===== config.mk =====
export PLATFORM = sky130hd
export DESIGN_NAME = tls_core
export DESIGN_NICKNAME = d
export VERILOG_FILES = /design/src/verilog/tls_pkg.sv /design/src/verilog/tls_core.sv
export SDC_FILE = /design/constraint.sdc
export NUM_CORES = 1
export LEC_CHECK = 0
export BUFFER_PORTS_ARGS = -buffer_cell sky130_fd_sc_hd__buf_2
export CAP_MARGIN = 15
export CORE_UTILIZATION = 49
export DETAILED_ROUTE_END_ITERATION = 10
export HOLD_SLACK_MARGIN = 0.1
export PLACE_DENSITY = 0.67
export RECOVER_POWER = 100
export SYNTH_ARGS = -nofsm -noshare
export SYNTH_HDL_FRONTEND = slang
export SYNTH_SLANG_ARGS = --single-unit
export TNS_END_PERCENT = 5

===== constraint.sdc =====
create_clock -name clk -period 4.6 [get_ports clk]
set_input_delay 0.46 -clock clk [delete_from_list [all_inputs] [get_ports clk]]
set_output_delay 0.46 -clock clk [all_outputs]
set_load 0.01 [all_outputs]

===== src/verilog/tls_pkg.sv =====
// Package for the temperature limit, status and alarm block.
// Assumes a bus engine that turns serial transfers into single-cycle register strobes.
package tls_pkg;

  // ==========================================================================
  // Register addresses (read and write sides differ for some registers)
  // ==========================================================================
  localparam logic [7:0] ADR_LOCAL_RES      = 8'h00;
  localparam logic [7:0] ADR_REMOTE_RES_HI  = 8'h01;
  localparam logic [7:0] ADR_ALARM_FLAGS    = 8'h02;
  localparam logic [7:0] ADR_CONFIG_RD      = 8'h03;
  localparam logic [7:0] ADR_CONFIG_WR      = 8'h09;
  localparam logic [7:0] ADR_LOCAL_HIGH_RD  = 8'h05;
  localparam logic [7:0] ADR_LOCAL_LOW_RD   = 8'h06;
  localparam logic [7:0] ADR_REM_HIGH_HI_RD = 8'h07;
  localparam logic [7:0] ADR_REM_LOW_HI_RD  = 8'h08;
  localparam logic [7:0] ADR_LOCAL_HIGH_WR  = 8'h0B;
  localparam logic [7:0] ADR_LOCAL_LOW_WR   = 8'h0C;
  localparam logic [7:0] ADR_REM_HIGH_HI_WR = 8'h0D;
  localparam logic [7:0] ADR_REM_LOW_HI_WR  = 8'h0E;
  localparam logic [7:0] ADR_SINGLE_CONV    = 8'h0F;
  localparam logic [7:0] ADR_REMOTE_RES_LO  = 8'h10;
  localparam logic [7:0] ADR_OFFSET_INT     = 8'h11;
  localparam logic [7:0] ADR_OFFSET_FRAC    = 8'h12;
  localparam logic [7:0] ADR_REM_HIGH_LO    = 8'h13;
  localparam logic [7:0] ADR_REM_LOW_LO     = 8'h14;
  localparam logic [7:0] ADR_REMOTE_CRIT    = 8'h19;
  localparam logic [7:0] ADR_LOCAL_CRIT     = 8'h20;
  localparam logic [7:0] ADR_CRIT_HYST      = 8'h21;

  // ==========================================================================
  // Field positions
  // ==========================================================================
  localparam int CFG_IRQ_MASK   = 7;
  localparam int CFG_STANDBY    = 6;
  localparam int CFG_PIN_SEL    = 5;
  localparam int CFG_RANGE      = 2;
  localparam logic [7:0] CFG_WR_MASK = 8'hE4;
  localparam int ST_BUSY        = 7;
  localparam int ST_LOCAL_OVER  = 6;
  localparam int ST_LOCAL_UNDER = 5;
  localparam int ST_REM_OVER    = 4;
  localparam int ST_REM_UNDER   = 3;
  localparam int ST_OPEN        = 2;
  localparam int ST_REM_CRIT    = 1;
  localparam int ST_LOCAL_CRIT  = 0;

  // ==========================================================================
  // Reset values
  // ==========================================================================
  localparam logic [7:0] RST_CONFIG    = 8'h00;
  localparam logic [7:0] RST_HIGH_LIM  = 8'h55;
  localparam logic [7:0] RST_LOW_LIM   = 8'h00;
  localparam logic [7:0] RST_CRIT_LIM  = 8'h55;
  localparam logic [7:0] RST_CRIT_HYST = 8'h0A;
  localparam logic [7:0] RST_ZERO      = 8'h00;

  // ==========================================================================
  // Carriers
  // ==========================================================================
  typedef struct packed {
    logic       wr;     // Write strobe, one cycle
    logic       rd;     // Read strobe, one cycle
    logic [7:0] addr;   // Register address
    logic [7:0] wdata;  // Write data
  } tls_reg_req_t;

  typedef struct packed {
    logic [7:0] local_temp;   // Local result, whole degrees
    logic [9:0] remote_raw;   // Remote result, 8.2 fixed point
    logic       open_diode;   // Remote sensor open
  } tls_meas_t;

endpackage


===== src/verilog/tls_core.sv =====
// Limit compare, status flags and alarm outputs of a two-channel temperature monitor.
// Assumes a bus engine giving one-cycle register strobes and a front end with a done pulse.
`timescale 1ns/100ps

module tls_core (
  input  wire logic                  clk,            // 200 MHz clock
  input  wire logic                  rst,            // Synchronous reset, active high
  input  wire tls_pkg::tls_reg_req_t reg_req,        // Register strobe, address, data
  output logic [7:0]                 reg_rdata,      // Read data, one cycle after rd
  input  wire logic                  ara_read,       // Host read our address in alert service
  input  wire logic                  rate_tick,      // Conversion-rate timer pulse
  output logic                       conv_start,     // Start one conversion, pulse
  input  wire logic                  meas_valid,     // Conversion done, pulse
  input  wire tls_pkg::tls_meas_t    meas,           // Results with meas_valid
  output logic                       overtemp_out_n, // Critical alarm, active low
  output logic                       alert_out_n     // Interrupt or second alarm, active low
);

  // ==========================================================================
  // Registers
  // ==========================================================================
  typedef enum logic [0:0] {S_IDLE, S_CONV} tls_state_t;
  tls_state_t state;
  logic [7:0] config_reg, local_high, local_low, rem_high_hi, rem_low_hi;
  logic [7:0] rem_high_lo, rem_low_lo, remote_crit, local_crit_lim, crit_hyst;
  logic [7:0] offset_int, offset_frac;
  logic [7:0] local_res;
  logic [9:0] remote_res;
  logic       open_res, eval, single_pend, irq_latch;
  logic [6:2] flags;
  logic       local_crit_st, remote_crit_st, local_hi2_st, remote_hi2_st;

  // Hysteresis comparator: set above limit, release at limit minus hysteresis
  function automatic logic hyst_next(input logic cur, input logic [9:0] t,
                                     input logic [9:0] lim, input logic [9:0] h);
    logic [10:0] sum;
    sum = {1'b0, t} + {1'b0, h};
    if (t > lim) hyst_next = 1'b1;
    else if (sum <= {1'b0, lim}) hyst_next = 1'b0;
    else hyst_next = cur;
  endfunction

  // ==========================================================================
  // Decode
  // ==========================================================================
  wire wr = reg_req.wr;
  wire rd = reg_req.rd;
  wire pin_sel   = config_reg[tls_pkg::CFG_PIN_SEL];
  wire irq_mask  = config_reg[tls_pkg::CFG_IRQ_MASK];
  wire standby   = config_reg[tls_pkg::CFG_STANDBY];
  wire busy      = (state == S_CONV);
  wire stat_read = rd && (reg_req.addr == tls_pkg::ADR_ALARM_FLAGS);
  wire one_shot  = wr && (reg_req.addr == tls_pkg::ADR_SINGLE_CONV);
  wire start_go  = (state == S_IDLE) && (single_pend || (rate_tick && !standby));

  // Limits and results in 8.2 form; whole-degree bytes get two zero fraction bits appended
  wire [9:0] local_q     = {local_res, 2'b00};
  wire [9:0] local_hi_q  = {local_high, 2'b00};
  wire [9:0] rem_hi_q    = {rem_high_hi, rem_high_lo[7:6]};
  wire [9:0] rem_lo_q    = {rem_low_hi, rem_low_lo[7:6]};
  wire [9:0] hyst_q      = {crit_hyst, 2'b00};

  wire c_local_over  = local_res > local_high;
  wire c_local_under = local_res <= local_low;
  wire c_rem_over    = remote_res > rem_hi_q;
  wire c_rem_under   = remote_res <= rem_lo_q;
  wire [6:2] cond    = {c_local_over, c_local_under, c_rem_over, c_rem_under, open_res};

  // Offset: sign and integer in one byte, two fraction bits left-justified
  wire signed [11:0] offset_s = {{2{offset_int[7]}}, offset_int, offset_frac[7:6]};
  wire signed [11:0] rem_sum  = $signed({2'b00, meas.remote_raw}) + offset_s;
  // Saturate instead of wrapping so a large negative offset cannot read as hot
  wire [9:0] rem_corr = rem_sum[11] ? 10'h000 : (rem_sum[10] ? 10'h3FF : rem_sum[9:0]);

  wire [7:0] status = {busy, flags, remote_crit_st, local_crit_st};
  wire alert_clear  = ara_read && (flags == 5'h00) && (cond == 5'h00);

  // ==========================================================================
  // Conversion sequencing
  // ==========================================================================
  always_ff @(posedge clk) begin
    if (rst) begin
      state <= S_IDLE;
      single_pend <= 1'b0;
      eval <= 1'b0;
    end else begin
      eval <= meas_valid && busy;
      if (start_go) begin
        state <= S_CONV;
      end else if (busy && meas_valid) begin
        state <= S_IDLE;
      end
      // A standby write landing on the start cycle queues one more conversion
      if (one_shot && standby) begin
        single_pend <= 1'b1;
      end else if (start_go) begin
        single_pend <= 1'b0;
      end
    end
  end
  assign conv_start = start_go;

  always_ff @(posedge clk) begin
    if (rst) begin
      local_res <= tls_pkg::RST_ZERO;
      remote_res <= 10'h000;
      open_res <= 1'b0;
    end else if (busy && meas_valid) begin
      local_res <= meas.local_temp;
      remote_res <= rem_corr;
      open_res <= meas.open_diode;
    end
  end

  // ==========================================================================
  // Host registers
  // ==========================================================================
  always_ff @(posedge clk) begin
    if (rst) begin
      config_reg <= tls_pkg::RST_CONFIG;
      local_high <= tls_pkg::RST_HIGH_LIM;
      local_low <= tls_pkg::RST_LOW_LIM;
      rem_high_hi <= tls_pkg::RST_HIGH_LIM;
      rem_low_hi <= tls_pkg::RST_LOW_LIM;
      rem_high_lo <= tls_pkg::RST_ZERO;
      rem_low_lo <= tls_pkg::RST_ZERO;
      remote_crit <= tls_pkg::RST_CRIT_LIM;
      local_crit_lim <= tls_pkg::RST_CRIT_LIM;
      crit_hyst <= tls_pkg::RST_CRIT_HYST;
      offset_int <= tls_pkg::RST_ZERO;
      offset_frac <= tls_pkg::RST_ZERO;
    end else if (wr) begin
      case (reg_req.addr)
        tls_pkg::ADR_CONFIG_WR:      config_reg <= reg_req.wdata & tls_pkg::CFG_WR_MASK;
        tls_pkg::ADR_LOCAL_HIGH_WR:  local_high <= reg_req.wdata;
        tls_pkg::ADR_LOCAL_LOW_WR:   local_low <= reg_req.wdata;
        tls_pkg::ADR_REM_HIGH_HI_WR: rem_high_hi <= reg_req.wdata;
        tls_pkg::ADR_REM_LOW_HI_WR:  rem_low_hi <= reg_req.wdata;
        tls_pkg::ADR_REM_HIGH_LO:    rem_high_lo <= {reg_req.wdata[7:6], 6'h00};
        tls_pkg::ADR_REM_LOW_LO:     rem_low_lo <= {reg_req.wdata[7:6], 6'h00};
        tls_pkg::ADR_REMOTE_CRIT:    remote_crit <= reg_req.wdata;
        tls_pkg::ADR_LOCAL_CRIT:     local_crit_lim <= reg_req.wdata;
        tls_pkg::ADR_CRIT_HYST:      crit_hyst <= reg_req.wdata;
        tls_pkg::ADR_OFFSET_INT:     offset_int <= reg_req.wdata;
        tls_pkg::ADR_OFFSET_FRAC:    offset_frac <= {reg_req.wdata[7:6], 6'h00};
        default: ;                                   // 0x0F data dropped
      endcase
    end
  end

  // Read mux; status is read-only, unmapped addresses return zero
  always_ff @(posedge clk) begin
    if (rst) begin
      reg_rdata <= 8'h00;
    end else if (rd) begin
      case (reg_req.addr)
        tls_pkg::ADR_LOCAL_RES:      reg_rdata <= local_res;
        tls_pkg::ADR_REMOTE_RES_HI:  reg_rdata <= remote_res[9:2];
        tls_pkg::ADR_REMOTE_RES_LO:  reg_rdata <= {remote_res[1:0], 6'h00};
        tls_pkg::ADR_ALARM_FLAGS:    reg_rdata <= status;
        tls_pkg::ADR_CONFIG_RD:      reg_rdata <= config_reg;
        tls_pkg::ADR_LOCAL_HIGH_RD:  reg_rdata <= local_high;
        tls_pkg::ADR_LOCAL_LOW_RD:   reg_rdata <= local_low;
        tls_pkg::ADR_REM_HIGH_HI_RD: reg_rdata <= rem_high_hi;
        tls_pkg::ADR_REM_LOW_HI_RD:  reg_rdata <= rem_low_hi;
        tls_pkg::ADR_REM_HIGH_LO:    reg_rdata <= rem_high_lo;
        tls_pkg::ADR_REM_LOW_LO:     reg_rdata <= rem_low_lo;
        tls_pkg::ADR_REMOTE_CRIT:    reg_rdata <= remote_crit;
        tls_pkg::ADR_LOCAL_CRIT:     reg_rdata <= local_crit_lim;
        tls_pkg::ADR_CRIT_HYST:      reg_rdata <= crit_hyst;
        tls_pkg::ADR_OFFSET_INT:     reg_rdata <= offset_int;
        tls_pkg::ADR_OFFSET_FRAC:    reg_rdata <= offset_frac;
        default:                     reg_rdata <= 8'h00;
      endcase
    end
  end

  // ==========================================================================
  // Flags, hysteresis and latch
  // ==========================================================================
  // Hysteresis states follow stored values every cycle, so limit writes in
  // standby still move the outputs.
  always_ff @(posedge clk) begin
    if (rst) begin
      local_crit_st <= 1'b0;
      remote_crit_st <= 1'b0;
      local_hi2_st <= 1'b0;
      remote_hi2_st <= 1'b0;
    end else begin
      local_crit_st <= hyst_next(local_crit_st, local_q, {local_crit_lim, 2'b00}, hyst_q);
      remote_crit_st <= hyst_next(remote_crit_st, {remote_res[9:2], 2'b00},
                                  {remote_crit, 2'b00}, hyst_q);
      local_hi2_st <= hyst_next(local_hi2_st, local_q, local_hi_q, hyst_q);
      remote_hi2_st <= hyst_next(remote_hi2_st, remote_res, rem_hi_q, hyst_q);
    end
  end

  // A set on evaluation wins over a clear from a status read in the same cycle
  always_ff @(posedge clk) begin
    if (rst) begin
      flags <= 5'h00;
    end else begin
      if (pin_sel) begin
        if (eval) begin
          flags[6:3] <= {c_local_over, 1'b0, c_rem_over, 1'b0};
        end
        if (eval && cond[2]) begin
          flags[2] <= 1'b1;
        end else if (stat_read && !cond[2]) begin
          flags[2] <= 1'b0;
        end
      end else begin
        for (int i = 2; i <= 6; i++) begin
          if (eval && cond[i]) begin
            flags[i] <= 1'b1;
          end else if (stat_read && !cond[i]) begin
            flags[i] <= 1'b0;
          end
        end
      end
    end
  end

  always_ff @(posedge clk) begin
    if (rst) begin
      irq_latch <= 1'b0;
    end else if (!pin_sel && (flags != 5'h00)) begin
      irq_latch <= 1'b1;
    end else if (alert_clear || pin_sel) begin
      irq_latch <= 1'b0;
    end
  end

  always_ff @(posedge clk) begin
    if (rst) begin
      overtemp_out_n <= 1'b1;
      alert_out_n <= 1'b1;
    end else begin
      overtemp_out_n <= !(local_crit_st || remote_crit_st);
      alert_out_n <= pin_sel ? !(local_hi2_st || remote_hi2_st)
                             : !(irq_latch && !irq_mask);
    end
  end
endmodule


; Yosys cells after proc, flatten, opt, wreduce, memory -nomap -nowiden
; Cells that the tools add are included.
[classes]
n_lt_le_gt_ge = 11
n_bitwise = 1
n_eq_ne = 22
n_addsub = 4
reduce_logical = 66
n_mux = 30
[op_table]
columns = operator, n
row1 = $pmux 8 s16, 1
row2 = $eq 8x4->1 const B, 7
row3 = $eq 8x5->1 const B, 6
row4 = $le 11x10->1, 4
row5 = $gt 10x10->1, 4
row6 = $add 10x10->11, 3
row7 = $reduce_and 2->1, 16
row8 = $mux 1, 25
row9 = $eq 8x3->1 const B, 3
row10 = $logic_and 1x1->1, 20
row11 = $mux 10, 2
row12 = $eq 8x2->1 const B, 2
row13 = $eq 8x6->1 const B, 2
row14 = $reduce_bool 2->1, 7
row15 = $add 11x10->12, 1
row16 = $reduce_bool 3->1, 4
row17 = $logic_not 1->1, 11
row18 = $le 10x10->1, 1
row19 = $logic_not 5->1, 2
row20 = $eq 8x1->1 const B, 1
row21 = $gt 8x8->1, 1
row22 = $le 8x8->1, 1
row23 = $logic_not 8->1, 1
row24 = $mux 5, 1
row25 = other kinds (5), 8
[totals]
register_bits = 116
word_cells = 165

; Logic depth before layout (Yosys ltp)
; Gate-level depths: netlist of run 1.
[depth]
depth_word = 6
ltp_mapped = 14
ltp_nobuf = 14

; Least setup slack after synthesis of run 1
; No wires, ideal clock.
[synth_path]
path_type = register to register
startpoint = register remote_res[2]
endpoint = register remote_crit_st
setup_slack_ps = 1784
arrival_ps = 2730
setup_time_ps = 86
required_time_ps = 4514
path_stages_with_launch = 15
period_less_slack_ps = 2816
path_cell_list = dfxtp_1 > ha_1 > inv_1 > fa_1 > nor2b_1 > o21ai_0 > a21o_1 > nand3b_1 > xor2_1 > ha_1 > nand2_1 > nor3_1 > a221o_1 > a31o_2 > a211oi_1
[synth_between]
elab_chain_len = 3
word_cells_on_any_way = 5
[synth_rtl]
columns = item, line
row1 = start: declaration, tls_core.sv:28  ; logic [9:0] remote_res;
row2 = start signal: assignment, tls_core.sv:110  ; remote_res <= rem_corr;
row3 = $add 10x10->11, tls_core.sv:37  ; sum = {1'b0, t} + {1'b0, h};
row4 = $le 11x10->1, tls_core.sv:39  ; else if (sum <= {1'b0, lim}) hyst_next = 1'b0;
row5 = $reduce_bool 2->1 (no line), -
row6 = end signal: assignment, tls_core.sv:191  ; remote_crit_st <= hyst_next(remote_crit_st, {remote_res[9:2], 2'b00},
row7 = end: declaration, tls_core.sv:31  ; logic local_crit_st, remote_crit_st, local_hi2_st, remote_hi2_st;
; Parallel ways exist; a longest one is shown, timed or not.
; A chain may end at the register's enable or synchronous reset.

==> results of run 1 <==
final cells by class:
type                            count  area, sq um
Multi-Input combinational cell    771         5540
Tap cell                          220          275
Sequential cell                   116         2320
Clock buffer                       18          429
Clock inverter                     14          201
Inverter                           78          293
Fill cell                        1587         7250
Timing Repair Buffer               57          277
how the worst max path moves through the flow:
stage | from | endpoint | slack [ns]
2_1_floorplan | remote_res[2] | remote_crit_st | 1.78
3_3_place_gp | remote_res[2] | remote_crit_st | 1.58
3_5_place_dp | remote_res[2] | remote_crit_st | 1.52
4_1_cts | remote_res[2] | remote_crit_st | 1.51
5_1_grt | rst | remote_res[3] | 0.82
6_report | rst | remote_res[2] | 1.13
report_power, final:
part	switching, mW	internal, mW
Clock	0.525	0.913
Combinational	0.202	0.125
Sequential	0.0319	1.02
kinds of logic after synthesis:
logic type | after synthesis | synth area share, %
buf+inv | 121 | 5.62
fa+ha+maj | 114 | 17.4
compound gates | 254 | 21.1
simple gates | 320 | 18.3
mux | 67 | 8.12
xor+xnor | 16 | 1.68
flops | 116 | 27.8
layout by cell type (no fill, tap or decap), types with 13 or more instances in the layout:
cell type / netlist / layout
a211o_1: 23 / 23
nand2_1: 67 / 68
inv_1: 77 / 77
a21o_1: 24 / 24
nor3_1: 16 / 17
nor2b_1: 20 / 20
a21oi_1: 58 / 58
nand4_1: 13 / 13
mux2i_1: 61 / 61
clkbuf_1: 29 / 16
nor2_1: 114 / 115
dfxtp_1: 116 / 116
a22o_1: 14 / 14
nand3_1: 34 / 34
ha_1: 111 / 111
clkbuf_16: 0 / 17
o21ai_0: 38 / 39
and3_1: 14 / 14
buf_2: 10 / 37
critical path: cells and delay by family:
kind            cells  cell delay (ns)
compound gates      2             0.52
simple gates        2             1.28
buf+inv             1             1.47
routing by layer:
metal	share of wire (%)	global-route usage, %	vias to the layer above
met4	3.0	9.39	0
met2	44	46.4	295
met1	46	41.0	3601
li1	-	-	3736
met5	0	0	-
met3	7.1	5.10	66
metrics by stage:
step / area (sq um) / std cells / utilization (%) / hold WS [ns] / worst slack (ns)
2_1_floorplan: 8350 / 1008 / - / 0.428 / 1.78
3_3_place_gp: 8750 / 1242 / 52.8 / 0.444 / 1.58
3_5_place_dp: 8750 / 1242 / 52.8 / 0.454 / 1.52
4_1_cts: 9380 / 1274 / 56.6 / 0.236 / 1.51
5_1_grt: 9340 / 1274 / 56.3 / 0.236 / 0.819
6_report: 9340 / 1274 / 56.3 / 0.239 / 1.13
synth_stat cells, drive strengths merged, types with 7 or more instances:
cell type,instances
a211o,23
a22o,14
buf,12
a22oi,7
dfxtp,116
a21oi,58
ha,111
and3,14
nand2,68
nor2b,20
a211oi,10
mux2i,61
nand3,34
nor3,18
o21a,9
clkbuf,31
nand2b,10
inv,77
or3,7
o21ai,39
a21o,24
xnor2,10
a32oi,10
o22ai,8
nor2,115
nand4,13
a31oi,7
==> impl.org, run 1 <==
** Yosys
- Of all flip-flops after synthesis, the portion carrying an async set or reset was 0%.
- Top area cells in the synthesized netlist :: dfxtp_1 28%, ha_1 17%, mux2i_1 7.3%
- Synthesized instance count :: 1008
- Yosys warning total :: 0
- Synthesis-stage register bit count :: 116
- Number of flops mapped to enable cells by yosys :: 0
- The synthesized design devotes to its leading area cell type 27.8% of total area.
- The number of nets handed over by synthesis was 1164.
- For this run, the leading register cell type out of synthesis is dfxtp_1.
- Sequential cell area fraction in the yosys report :: 27.8%
- A synthesized cell averages approximately 8.3 sq um.
- Cell type with the largest total area after synthesis :: dfxtp_1
- Post-synth design cell area :: around 8300 sq um
- Synthesis instantiated 65 different standard cells from the library.

** GRT
- Number of antenna violations at the first check in global routing :: 0
- Pin count of the biggest net entering global routing :: 100
- In the global route stage, overall resource usage came out at 29.5%.
- The total overflow left after global routing is 0.
- The via count of the first global-routing pass came to 7009.
- The first global-routing pass estimated 39.4 mm of wire.

** Hold path
- The worst hold path was traced through 2 stages.
- The worst hold path terminates at open_res.
- In this run the most critical hold path is launched from meas[0].
- The min-delay analysis places its worst path in the category in2reg.

** STA
- The clock period could shrink to 3.47 ns.
- Worst slew margin relative to its limit :: -39.5%
- Skew final :: 0.00966 ns
- Setup violations remaining at the end of the flow were counted as 0.
- The number of hold-slack violations in the final timing report came to 0.
- Period utilization :: between 70 and 80%
- Setup repair after global routing left no endpoint under its margin.
- Max frequency :: approximately 290 MHz
- Max-slew violation count :: 155
- Setup total negative slack on the finished layout was measured at 0 ns.
- Slew of the pin with the lowest slew margin :: ~2.1 ns

** Worst setup path
- Critical path startpoint category :: input port
- Critical path fanouts, max :: between 90 and 100
- Class of the most critical setup path :: in2reg
- The worst register-to-register path begins at local_res[1].
- Slowest library cell on the worst path :: clkbuf_2
- Critical path cell sequence :: clkbuf_2 > nor2_1 > o2111a_1 > nor3_2 > o21ai_0
- For this run, the slowest stage of the critical path takes 1.47 ns.
- Across all register-to-register paths, the minimum setup slack is between 1 and 1.5 ns.
- CP arrival :: 3.75 ns
- The worst setup path is captured at a flop.
- Count of cells along the worst register-to-register path :: 13
- Data on the critical path is required at its endpoint by 4.87 ns.
- Worst r2r dst :: local_crit_st

** Pwr
- VDD IR-drop max :: 340 uV
- Post-layout total power :: 2.82 mW
- The analysis attributes to cell leakage a power of a little over 4 nW.
- For this design the ratio of total power to cell area is 302 nW/um^2.

** Final layout
- The net count of the finished layout is 1197.
- The register with the most flip-flops in the layout has 10 of them.
- Share of post-route cells with drive strength above 1 :: 8.63%
- Antenna diode count :: 0
- Register ranked first by flip-flop count :: remote_res
- Compared with the post-synthesis result, the final layout area differs by 11.9%.

** Detailed routing
- For this block, the via count after detailed routing is 7698.
- After detailed routing, the number of vias per cell comes to 6.04.
- The first TritonRoute pass finished after 9 iterations.
- Count of unresolved DRC violations after routing :: 0
- Final WL :: 25.7 mm
- Once detail routing completed, the nets flagged for antenna violations numbered 0.
- The first routing iteration left 849 violations.
- Average wire per standard cell :: 20.2 um

** Outcome
- The checks that failed: capacitance limit, slew limit.
- Run status :: finished with violations

** Placed design
- At the end of routability-driven placement, the weighted congestion stood at 0.940.
- The wire-length estimate of the detail-placed layout is 18.9 mm.
- The count of buffers added on input and output ports is 52.

** Die
- The die covers 17600 sq um.
- Die height :: between 100 and 150 um
- The die is 133 um wide.
- Row Count :: 47
- For this configuration, the core starts out at a cell density of 50.3%.
- Placeable Area :: 16600 sq um
- 53 I/O pins were placed.

** CTS
- The number of clock buffers added by TritonCTS is 17.
- Clock sinks :: about 120
- At the later pin of the worst-skew pair, clock insertion delay measures 0.43 ns.
- Clock slew seen by the registers of the worst setup and hold paths :: 0.06 ns
- For this design, the CTS-stage hold fixing added 0 buffers.
- Clock tree from TritonCTS :: built
- Post-CTS repair changed the size of 0 cells.
- Post-CTS timing repair inserted 0 buffers for setup.
- Clk Tree Root Cell :: clkbuf_16
- In this run the deepest clock path goes through 2 buffers.
- The H-tree was split into 4 levels.

** Run
- Across the run, the number of max-cap violations was 3.
Power figures use the tool's default switching activity.
==> run 2: changes to the inputs <==
- PLACE_DENSITY: 0.67 -> 0.69
- clock period: 4.6 -> 2.9 ns (I/O delays scaled with it)
==> run 2 against run 1 <==
Effect of this change: the run still ends with capacitance limit, slew limit left; worst hold slack lost 0.12 ns; non-clock buffer count increased by 52; combinational power is 88% higher; clock skew about the same; largest power group unchanged.
==> impl.org, run 2 (synthesized netlist as in run 1, its figures left out) <==
** Worst setup path
- Crit. End Element :: flop
- Critical path startpoint category :: flop
- The critical path starts at crit_hyst[0].
- The startpoint identified for the worst register-to-register timing path is crit_hyst[0].
- The worst setup path is of the reg2reg kind.
- CP arrival :: 3.21 ns (-0.54 ns)
- The worst-path maximum fanout is 3 (-97%).
- The required time of the critical path came to 3.25 ns (-1.62 ns).

** Run
- Max-capacitance violation count :: 1 (-2)

** STA
- The least setup slack across all paths after layout came to 0.0429 ns (-1.08 ns).
- Max-slew violation count :: 39 (-75%)
- Skew final :: 0.00991 ns (+0.000253 ns)
- The headroom to the max-slew limit is -7.74% (+32 points).
- Slew of the pin with the lowest slew margin :: 1.62 ns (-0.476 ns)
- Time the final worst path needs with I/O delays and setup :: 2.86 ns
- The number of failing setup endpoints in the final timing report came to 0 (unchanged).
- Setup repair after global routing could not meet its margin everywhere.
- The number of hold-slack violations in the final timing report is 0 (unchanged).
- Max frequency :: 350 MHz
- Of the available clock period, the critical path in the final layout requires 98.5%.

** Detailed routing
- The detailed-routing iteration count for the pre-antenna-repair pass was 5 (-4).
- The total number of vias was 8088 (+5.1%).
- The average vias per placed instance was 6.10 (+0.95%).
- Count of unresolved DRC violations after routing :: 0 (unchanged)
- The remaining number of nets flagged by the antenna check after routing came to 0 (unchanged).
- Average wire per standard cell :: 20.4 um (+1.2%)
- The total wirelength of the detailed-routed design came to 27.1 mm (+5.3%).
- Drt first-iter violations :: 886 (+4.4%)

** CTS
- In this run the clock root is driven by a clkbuf_16.
- The deepest level of the CTS H-tree was 4 (unchanged).
- The number of clock sinks is 116 (unchanged).
- The clock latency on the worst-skew pair came to 0.43 ns (about the same).
- Inserted Clock Buffers :: 17 (unchanged)
- The clock tree buffer depth came to 2 (unchanged).
- The clock transition time at the flip-flop clock pins of the worst setup and hold paths is 0.06 ns (about the same).
- TritonCTS built the clock tree.

** Pwr
- The power after layout is 4.34 mW (+54%).
- The worst IR drop on VDD came to 454 uV (+34%).
- The static leakage is 4.33 nW (+6.6%).
- The power per cell area came to 440 nW/um^2 (+46%).

** GRT
- Overflow after GRT :: 0 (unchanged)
- The total track usage came to 31.1% (+1.6 points).
- Via count of the first global-routing pass :: 7336 (+4.7%)
- The initial antenna violation count came to 0 (unchanged).
- Pin count of the biggest net entering global routing :: 58 (-42%)
- The global-route wire length before repair was 41.6 mm (+5.5%).

** Final layout
- Post-layout nets :: 1249 (+4.3%)
- Synthesis-to-layout area growth :: 18.1%
- Share of post-route cells with drive strength above 1 :: 15.6% (+6.9 points)
- The library cells used most frequently in the layout, excluding fill and tap cells, are 113 x nor2_1, 113 x dfxtp_1, 109 x ha_1.
- The count of antenna diodes in the layout was 0 (unchanged).
- Summed area of non-filler cells in the final layout :: 9860 sq um (+5.5%)
- The number of flip-flops in the largest register came to 10 (unchanged).
- Counting flops per register, the top entry is remote_res.

** Die
- Top-level port count :: 53 (unchanged)
- The floorplan core area was 16600 sq um (unchanged).
- Initial Utilization :: 50.3% (unchanged)
- The area of the die came to 17600 sq um (unchanged).
- The number of placement rows came to 47 (unchanged).
- The height of the die is 133 um (unchanged).
- Chip width :: 133 um (unchanged)

** Outcome
- The flow ran to the end, but the final reports show violations.
- The checks that failed: capacitance limit, slew limit.

** Placed design
- Worst setup slack after placement :: -0.0827 ns (-1.61 ns)
- Number of port buffers :: 52 (unchanged)
- The detailed-placement wirelength estimate came to 20.2 mm (+6.6%).
- The weighted congestion reported at the end of routability-driven placement is 0.927 (-1.5%).
- Post-placement cell area :: 9040 sq um (+3.3%)

** Hold path
- The path class of the tightest hold or removal check is in2reg.
- The startpoint identified for the worst hold timing path is meas[13].
[run 2: cell types whose count changed in the layout (fill, tap and decap cells not counted), sizes merged]
cell         previous run  this run
inv                    80        79
clkinv                  4         6
dlygate4sd3             0         7
bufinv                  4         1
clkbuf                 34        32
buf                    41        90
[run 2: timing repair]
item | in CTS | in global routing
gates cloned | 0 | 0
resized for setup | 5 | 32
endpoints found under the setup margin | 4 | 4
setup buffers | 1 | 5
pin swaps | 4 | 29
endpoints found under the hold margin | 7 | 0
hold buffers | 7 | 0
[run 2: worst max-delay path, stage by stage, from the launching register on]
cell	delay [ns]
dfxtp_4	0.37
ha_4	0.14
inv_2	0.04
fa_2	0.37
nor2b_2	0.15
o21ai_2	0.08
a21o_1	0.18
nand3b_1	0.12
xor2_2	0.19
ha_1	0.27
nand2_2	0.09
nor3_2	0.04
a221o_1	0.30
a31o_2	0.22
a211oi_2	0.20
[run 2: cell type report]
cell class                 instances  area, sq um
clock inverter                    12          124
clock buffer                      20          457
inverter                          78          293
timing repair buffer             109          692
multi-input combinational        771         5690
tap                              220          275
fill                            1483         6730
sequential                       116         2330
[run 2: metrics by stage]
step	util, %	instances	TNS [ns]	hold slack [ns]
after global routing	59.4	1326	-0.240	0.127
after floorplan	-	1008	0	0.408
after global placement	54.5	1281	-0.00221	0.444
final	59.4	1326	0	0.116
after detailed placement	54.5	1281	-0.184	0.452
after CTS	58.6	1321	-0.0117	0.123
[run 2: metal layers]
| layer | GRT usage [%] | wire length (um) | up-vias |
|---|---|---|---|
| li1 | - | - | 3831 |
| met5 | 0 | 0 | - |
| met4 | 12.2 | 874 | 0 |
| met2 | 47.9 | 11800 | 426 |
| met1 | 42.6 | 11900 | 3764 |
| met3 | 6.21 | 2460 | 67 |
[run 2: worst paths after layout]
| check | slack, ns | end | depth (start not counted) |
|---|---|---|---|
| setup / recovery | 0.04 | local_hi2_st | 14 |
| hold / removal | 0.12 | local_res[2] | 2 |
| setup reg to reg | 0.04 | local_hi2_st | 14 |
| hold reg to reg | 0.46 | reg_rdata[0] | 2 |
[run 2: report_power, final]
group | switching [mW] | leakage, nW | total (mW) | internal (mW)
Clock | 0.839 | 0.271 | 2.08 | 1.24
Combinational | 0.373 | 3.12 | 0.617 | 0.244
Sequential | 0.0285 | 0.939 | 1.65 | 1.62
